File: config.mk
export PLATFORM = sky130hd
export DESIGN_NAME = tx_client_source
export DESIGN_NICKNAME = d
export VERILOG_FILES = /design/src/rtl/tx_client_pkg.sv /design/src/rtl/sync2.sv /design/src/rtl/tx_client_source.sv
export SDC_FILE = /design/constraint.sdc
export NUM_CORES = 1
export LEC_CHECK = 0
export BUFFER_PORTS_ARGS = -buffer_cell sky130_fd_sc_hd__buf_4
export CORE_AREA = 5 5 218 220
export DETAILED_ROUTE_END_ITERATION = 16
export DIE_AREA = 0 0 223 225
export HOLD_SLACK_MARGIN = 0.15
export SKIP_LAST_GASP = 1
export SYNTH_ARGS = -nofsm -noshare
export SYNTH_HDL_FRONTEND = slang
export SYNTH_HIERARCHICAL = 1
export SYNTH_SLANG_ARGS = --single-unit
File: constraint.sdc
create_clock -name clk_sys_in -period 10.03 [get_ports clk_sys_in]
set_input_delay 2.5075 -clock clk_sys_in [delete_from_list [all_inputs] [get_ports clk_sys_in]]
set_output_delay 2.5075 -clock clk_sys_in [all_outputs]
set_load 0.03 [all_outputs]
File: src/rtl/tx_client_pkg.sv
// shared constants for the transmit client stream source
package tx_client_pkg;
  localparam int WORD_BITS      = 64;
  localparam int WORDS_40G      = 4;
  localparam int WORDS_100G     = 8;
  localparam int NATIVE_40G     = 128;
  localparam int NATIVE_100G    = 320;
  localparam int ADAPTED_40G    = 256;
  localparam int ADAPTED_100G   = 512;
  localparam int BYTES_PER_WORD = 8;
  localparam int CLK_MHZ        = 250;
  localparam int MIN_CLK_MHZ    = 315;
  localparam int PTP_CFG_OFFSET = 12'h125;
  localparam int PTP_CFG_BIT    = 1;
  localparam logic [7:0] START_BYTE = 8'hFB;
  localparam logic [7:0] PREAMBLE_BYTE = 8'h55;
  localparam logic [7:0] SFD_BYTE = 8'hD5;
  localparam int PREAMBLE_BYTES = 8;
  localparam int STABLE_SYNC_STAGES = 2;
  typedef enum logic [1:0] {
    ST_WAIT_STABLE,
    ST_IDLE,
    ST_SEND
  } src_state_t;
endpackage : tx_client_pkg

File: src/rtl/sync2.sv
// two flip-flop synchroniser for a level
`timescale 1ns/1ps
`default_nettype none
module sync2
(
  input  wire logic clk_sys_in,
  input  wire logic rst_in,
  input  wire logic level_in,
  output var  logic level_out
);
  logic meta;
  logic next_meta;
  logic next_level;

  always_comb
  begin
    next_meta  = rst_in ? 1'b0 : level_in;
    next_level = rst_in ? 1'b0 : meta;
  end

  always_ff @(posedge clk_sys_in)
  begin
    meta      <= next_meta;
    level_out <= next_level;
  end
endmodule : sync2
`default_nettype wire

File: src/rtl/tx_client_source.sv
// packet source driving the mac transmit client stream port
// Overview of operation
// - native bus is 128 bits for 40G, 320 bits for 100G.
// - adapted client bus is 256 bits for 40G, 512 bits for 100G.
// - client clock above 315 MHz, or 190.90 MHz in reduced variants; the bench clock runs at 250 MHz.
// - all stream signals are synchronous to the mac transmit clock.
// - first packet byte sits in the top byte lane of sop word.
// - while ready is low the source holds data and control stable.
// - data, sop, eop and empty count only while valid is high.
// - packet words go in consecutive accepted cycles; source buffers first. No buffer here: each word is read from pkt_word_in as it is sent.
// - valid stays high from sop cycle through eop cycle.
// - empty gives unused trailing byte lanes in eop cycle.
// - with pass-through on, packets begin with the preamble.
// - no packets until transmit lanes are stable after reset.
// - pass-through is bit 1 of configuration register 0x125.
`timescale 1ns/1ps
`default_nettype none
module tx_client_source
  import tx_client_pkg::*;
#(
  parameter int WORDS      = WORDS_40G,
  parameter int MAX_WORDS  = 256,
  parameter int EMPTY_W    = $clog2(BYTES_PER_WORD * WORDS),
  parameter int DATA_W     = WORDS * WORD_BITS,
  parameter int LEN_W      = 16
)
(
  input  wire logic              clk_sys_in,
  input  wire logic              rst_in,
  // user side: one packet request, payload bytes fetched by word index
  input  wire logic              pkt_req_in,
  input  wire logic [LEN_W-1:0]  pkt_len_in,
  input  wire logic              pkt_err_in,
  input  wire logic              preamble_on_in,
  input  wire logic [DATA_W-1:0] pkt_word_in,
  output var  logic              pkt_busy_out,
  output var  logic              pkt_done_out,
  output var  logic [LEN_W-1:0]  pkt_word_idx_out,
  // lane status from the mac, another domain
  input  wire logic              lanes_stable_in,
  // stream port towards the mac
  input  wire logic              tx_ready_in,
  output var  logic [DATA_W-1:0] tx_data_out,
  output var  logic              tx_valid_out,
  output var  logic              tx_startofpacket_out,
  output var  logic              tx_endofpacket_out,
  output var  logic [EMPTY_W-1:0] tx_empty_out,
  output var  logic              tx_error_out
);
  localparam int BYTES = BYTES_PER_WORD * WORDS;
  localparam logic [LEN_W-1:0] BYTES_L = LEN_W'(BYTES);
  localparam logic [LEN_W-1:0] MAX_BYTES_L = LEN_W'(MAX_WORDS * BYTES);
  localparam logic [WORD_BITS-1:0] PREAMBLE_WORD =
    {START_BYTE, {6{PREAMBLE_BYTE}}, SFD_BYTE};

  logic               lanes_stable;

  // packet control group
  src_state_t         state;
  src_state_t         next_state;
  logic [LEN_W-1:0]   words_left;
  logic [LEN_W-1:0]   next_words_left;
  logic [LEN_W-1:0]   idx;
  logic [LEN_W-1:0]   next_idx;
  logic [EMPTY_W-1:0] last_empty;
  logic [EMPTY_W-1:0] next_last_empty;
  logic               err_lat;
  logic               next_err_lat;
  logic               next_busy;
  logic               next_done;

  // stream output group
  logic [DATA_W-1:0]  next_data;
  logic               next_valid;
  logic               next_sop;
  logic               next_eop;
  logic [EMPTY_W-1:0] next_empty;
  logic               next_error;

  // user word index group
  logic [LEN_W-1:0]   next_word_idx;

  // request decode
  logic [LEN_W-1:0]   total;
  logic [LEN_W-1:0]   rem;
  logic [LEN_W-1:0]   first_words;
  logic [EMPTY_W-1:0] first_empty;
  logic [DATA_W-1:0]  first_data;
  logic               len_ok;
  logic               take;
  logic               take_last;
  logic               accept;
  logic               finish;
  logic               advance;
  logic               advance_last;

  // lane status crosses from the mac domain
  sync2 u_stable_sync
  (
    .clk_sys_in (clk_sys_in),
    .rst_in     (rst_in),
    .level_in   (lanes_stable_in),
    .level_out  (lanes_stable)
  );

  // word accepted by the mac in this cycle
  assign accept = tx_valid_out & tx_ready_in;

  // packet size on the bus, with preamble when pass-through is on
  always_comb
  begin
    total = preamble_on_in ? LEN_W'(pkt_len_in + LEN_W'(PREAMBLE_BYTES))
                           : pkt_len_in;
    rem         = total % BYTES_L;
    first_words = LEN_W'((total + BYTES_L - 1'b1) / BYTES_L);
    first_empty = (rem == '0) ? '0 : EMPTY_W'(BYTES_L - rem);
    // empty or oversized requests are dropped without notice
    len_ok      = (pkt_len_in != '0) && (pkt_len_in <= MAX_BYTES_L) &&
                  (total <= MAX_BYTES_L);
  end

  // first word, preamble in the top lane when pass-through is on
  always_comb
  begin
    first_data = pkt_word_in;
    if (preamble_on_in)
      first_data[DATA_W-1 -: WORD_BITS] = PREAMBLE_WORD;
  end

  // request taken only from idle once the lanes are stable
  assign take      = (state == ST_IDLE) && lanes_stable &&
                     pkt_req_in && len_ok;
  assign take_last = (first_words == LEN_W'(1));

  // accepted word closes or continues the packet
  assign finish       = (state == ST_SEND) && accept && tx_endofpacket_out;
  assign advance      = (state == ST_SEND) && accept && !tx_endofpacket_out;
  assign advance_last = (words_left == LEN_W'(2));

  // packet control: state, word count, index, tail information
  always_comb
  begin
    next_state      = state;
    next_words_left = words_left;
    next_idx        = idx;
    next_last_empty = last_empty;
    next_err_lat    = err_lat;
    next_busy       = pkt_busy_out;
    next_done       = 1'b0;
    unique case (state)
      ST_WAIT_STABLE:
      begin
        if (lanes_stable)
          next_state = ST_IDLE;
      end

      ST_IDLE:
      begin
        if (!lanes_stable)
          next_state = ST_WAIT_STABLE;
        else if (take)
        begin
          // user holds payload ready, so the packet streams gaplessly
          next_words_left = first_words;
          next_last_empty = first_empty;
          next_err_lat    = pkt_err_in;
          next_idx        = '0;
          next_busy       = 1'b1;
          next_state      = ST_SEND;
        end
      end

      ST_SEND:
      begin
        // lanes dropping mid-packet do not cut the packet short
        if (finish)
        begin
          next_words_left = '0;
          next_idx        = '0;
          next_busy       = 1'b0;
          next_done       = 1'b1;
          next_state      = ST_IDLE;
        end
        else if (advance)
        begin
          next_words_left = words_left - 1'b1;
          next_idx        = idx + 1'b1;
        end
      end
      default:
        next_state = ST_WAIT_STABLE;
    endcase
    if (rst_in)
    begin
      next_state      = ST_WAIT_STABLE;
      next_words_left = '0;
      next_idx        = '0;
      next_last_empty = '0;
      next_err_lat    = 1'b0;
      next_busy       = 1'b0;
      next_done       = 1'b0;
    end
  end

  // stream outputs, everything held while a valid word waits with ready low
  always_comb
  begin
    next_data  = tx_data_out;
    next_valid = tx_valid_out;
    next_sop   = tx_startofpacket_out;
    next_eop   = tx_endofpacket_out;
    next_empty = tx_empty_out;
    next_error = tx_error_out;
    if (take)
    begin
      next_valid = 1'b1;
      next_sop   = 1'b1;
      next_data  = first_data;
      next_eop   = take_last;
      next_empty = take_last ? first_empty : '0;
      next_error = take_last & pkt_err_in;
    end
    else if (finish)
    begin
      next_valid = 1'b0;
      next_sop   = 1'b0;
      next_eop   = 1'b0;
      next_empty = '0;
      next_error = 1'b0;
    end
    else if (advance)
    begin
      next_valid = 1'b1;
      next_sop   = 1'b0;
      next_data  = pkt_word_in;
      next_eop   = advance_last;
      next_empty = advance_last ? last_empty : '0;
      next_error = advance_last & err_lat;
    end
    else if (state != ST_SEND)
      next_valid = 1'b0;
    if (rst_in)
    begin
      next_data  = '0;
      next_valid = 1'b0;
      next_sop   = 1'b0;
      next_eop   = 1'b0;
      next_empty = '0;
      next_error = 1'b0;
    end
  end

  // word source is read combinationally, so the index leads by one
  always_comb
  begin
    next_word_idx = '0;
    if (next_state == ST_SEND)
      next_word_idx = next_idx + 1'b1;
    if (rst_in)
      next_word_idx = '0;
  end

  // packet control registers
  always_ff @(posedge clk_sys_in)
  begin
    state        <= next_state;
    words_left   <= next_words_left;
    idx          <= next_idx;
    last_empty   <= next_last_empty;
    err_lat      <= next_err_lat;
    pkt_busy_out <= next_busy;
    pkt_done_out <= next_done;
  end

  // stream output registers
  always_ff @(posedge clk_sys_in)
  begin
    tx_data_out          <= next_data;
    tx_valid_out         <= next_valid;
    tx_startofpacket_out <= next_sop;
    tx_endofpacket_out   <= next_eop;
    tx_empty_out         <= next_empty;
    tx_error_out         <= next_error;
  end

  // user word index register
  always_ff @(posedge clk_sys_in)
  begin
    pkt_word_idx_out <= next_word_idx;
  end
endmodule : tx_client_source
`default_nettype wire

==> impl_metrics.env <==
export IMPL_status="completed"
export IMPL_place_ws_ns=3.30
export IMPL_yosys_area_top_type="dfxtp_1"
export IMPL_rows=78
export IMPL_ys_seq_area_frac=0.489
export IMPL_maxCapViolCount=0
export IMPL_yosys_register_bits=325
export IMPL_synthArstFlopShare=0
export IMPL_synth_area_top_cells="dfxtp_1, nand2_1, a21oi_1"
export IMPL_root_buffer="clkbuf_16"
export IMPL_dp_hpwl_microns=37600
export IMPL_htreeDepth=2
export IMPL_setup_tns_final_ns=0
export IMPL_cp_end_kind="register"
export IMPL_worstSkewPairLatency_ns=0.55
export IMPL_syn_nets=1929
export IMPL_drc=0
export IMPL_cts_resized_gates=0
export IMPL_grt_pass1_vias=12700
export IMPL_critPathRequiredTime_ns=10.46
export IMPL_grt_usage=0.188
export IMPL_port_buffers=561
export IMPL_finalSetupViolations=0
export IMPL_yosys_warnings=6
export IMPL_r2r_start="state[0]"
export IMPL_fin_crit_ns=6.25
export IMPL_p_leak_nw=7.71
export IMPL_ys_flop_type="dfxtp_1"
export IMPL_layout_setup_ws_ns=3.78
export IMPL_grt_overflow_total=0
export IMPL_drtIter0Drc=1024
export IMPL_switching_share=0.230
export IMPL_period_share=0.623
export IMPL_syn_inst=1639
export IMPL_ys_top_cells_by_count="nand2_1, dfxtp_1, a21oi_1"
export IMPL_drive_gt1_frac=0.322
export IMPL_relSlewSlack=0.107
export IMPL_wl_per_cell_microns=18.6
export IMPL_cp_max_fo=204
export IMPL_viasPerCell=4.88
export IMPL_cts_tree="built"
export IMPL_ant_nets=0
export IMPL_antenna_found_initial=2
export IMPL_pwr_share_seq=0.455
export IMPL_synth_top_area_share=0.489
export IMPL_hold_class="reg2reg"
export IMPL_critPathKind="in2reg"
export IMPL_fin_worst_hold_slack_ns=0.437
export IMPL_power_w=0.00286
export IMPL_hp_start="u_stable_sync/meta"
export IMPL_worstMarginPinSlew_ns=1.33
export IMPL_reg2reg_to="pkt_word_idx_out[14]"
export IMPL_p_clk_frac=0.482
export IMPL_route_vias_total=13500
export IMPL_p_int_w=0.00220
export IMPL_drv_slew=0
export IMPL_rsz0062_at_grt="false"
export IMPL_powerDensity_nw_per_um2=149
export IMPL_start_util=0.295
export IMPL_pin_count=562
export IMPL_synth_edf_count=0
export IMPL_clock_sinks=325
export IMPL_final_hold_viol_count=0
export IMPL_path_clk_slew_ns=0.06
export IMPL_num_antenna_cells=0
export IMPL_critPathArrivalTime_ns=6.68
export IMPL_core_sq_um=45100
export IMPL_vdd_drop_max_mv=0.103
export IMPL_nets=2422
export IMPL_grt_pass1_wl_microns=76300
export IMPL_fmax_mhz=160
export IMPL_die_area_sq_um=50200
export IMPL_combPwrFrac=0.063
export IMPL_detail_route_wirelength_microns=51400
export IMPL_synth_area_sq_um=13300
export IMPL_cts_path_max_buffers=3
export IMPL_cp_start_kind="input pin"
export IMPL_rrSetupSlack_ns=5.38
export IMPL_fp_dieW_microns=223
export IMPL_fin_skew_ns=0.0197
export IMPL_avgSynthCellArea_sq_um=8.12
export IMPL_area_delta_synth_final_pct=43.9
export IMPL_grt_max_degree=205
export IMPL_r2r_cells=11
export IMPL_die_h_microns=225
export IMPL_yosysMostFrequentCell="nand2_1"
export IMPL_switchingPower_w=0.000656
export IMPL_gp_congestion=0.886
export IMPL_drt_first_pass_iters=5
export IMPL_holdPathEnd="u_stable_sync/level_out"
export IMPL_cts_setup_buffers=0
export IMPL_yosysUniqueCellTypes=81
export IMPL_numCtsBuffers=39
export IMPL_min_path_cells=1
export IMPL_ctsHoldBuffers=0
==> power by group through the flow <==
| stage | registers, W | logic (W) | clock network (W) |
|---|---|---|---|
| 6_report | 0.00130 | 0.000181 | 0.00138 |
| 4_1_cts | 0.00130 | 0.000181 | 0.00142 |
| 2_1_floorplan | 0.00133 | 0.0000734 | 0 |
| 3_5_place_dp | 0.00133 | 0.000180 | 0 |
| 3_3_place_gp | 0.00133 | 0.000178 | 0 |
| 5_1_grt | 0.00130 | 0.000196 | 0.00148 |
==> cells by family (layout without fill, tap and decap cells) <==
group	Yosys count	count (layout)	share of synthesized area
AO/OA/AOI/OAI	407	407	0.190
XOR/XNOR	40	40	0.0269
adder cells (fa/ha/maj)	11	11	0.0103
buffers and inverters	133	651	0.0407
flip-flops	325	325	0.489
multiplexers	8	8	0.00611
AND/OR/NAND/NOR	715	715	0.237
==> registers in the layout, indices dropped and copies added (netlist names) <==
signal	count
pkt_busy_out	1
idx	16
err_lat	1
u_stable_sync/meta	1
tx_empty_out	5
tx_error_out	1
state	2
tx_valid_out	1
pkt_word_idx_out	16
tx_endofpacket_out	1
tx_startofpacket_out	1
tx_data_out	256
pkt_done_out	1
u_stable_sync/level_out	1
last_empty	5
words_left	16
==> stage by stage <==
step / utilization / instances / area [sq um]
floorplan: - / 1639 / 13300
finish: 0.425 / 2757 / 19100
CTS: 0.425 / 2757 / 19100
detailed placement: 0.397 / 2691 / 17900
global placement: 0.397 / 2691 / 17900
global route: 0.425 / 2757 / 19100
==> critical path, cell delays in order <==
cell and delay, ns:
buf_4 0.15, ha_1 0.37, and4_1 0.29, mux2i_1 0.20, a2bb2oi_1 0.31, a211oi_4 0.12, o21ai_1 0.88, nand2_4 0.56
buf_12 0.40, o221a_2 0.53
==> layout by cell type (no fill, tap or decap), types with 15 or more instances in the layout <==
cell type and instances:
a21oi_1 257, a31oi_1 16, buf_4 566, clkbuf_16 40, dfxtp_1 325, inv_1 15
nand2_1 504, nand3_1 19, nor2_1 65, nor3_1 22, o21ai_0 28, o221a_2 36
xnor2_1 25
==> worst max-delay path by stage <==
stage | from | to | slack (ns) | cells after the start
after global routing | pkt_len_in[3] | pkt_word_idx_out[14] | 3.51 | 16
after detailed placement | pkt_len_in[3] | tx_data_out[230] | 3.30 | 10
after CTS | pkt_len_in[3] | tx_data_out[230] | 3.87 | 10
final | pkt_len_in[3] | tx_data_out[210] | 3.78 | 10
after floorplan | pkt_len_in[3] | pkt_word_idx_out[14] | 4.04 | 17
after global placement | pkt_len_in[3] | tx_data_out[240] | 3.35 | 10
==> cell type report <==
cell class              instances  area (sq um)
clock buffers                  54          1120
inverters                      16          60.1
repair buffers                569          4300
flip-flops and latches        325          6510
clock inverters                12           116
fillers                      4484         25900
multi-input cells            1181          6280
well taps                     600           751
==> routing by layer <==
metal	up-vias	wire length, microns	share of wire	GRT usage
met1	6293	21500	0.42	0.239
met3	52	4110	0.080	0.0537
li1	6593	-	-	-
met4	2	792	0.015	0.0389
met2	517	25000	0.49	0.319
met5	-	13	0.00025	0
Power figures use the tool's default switching activity.
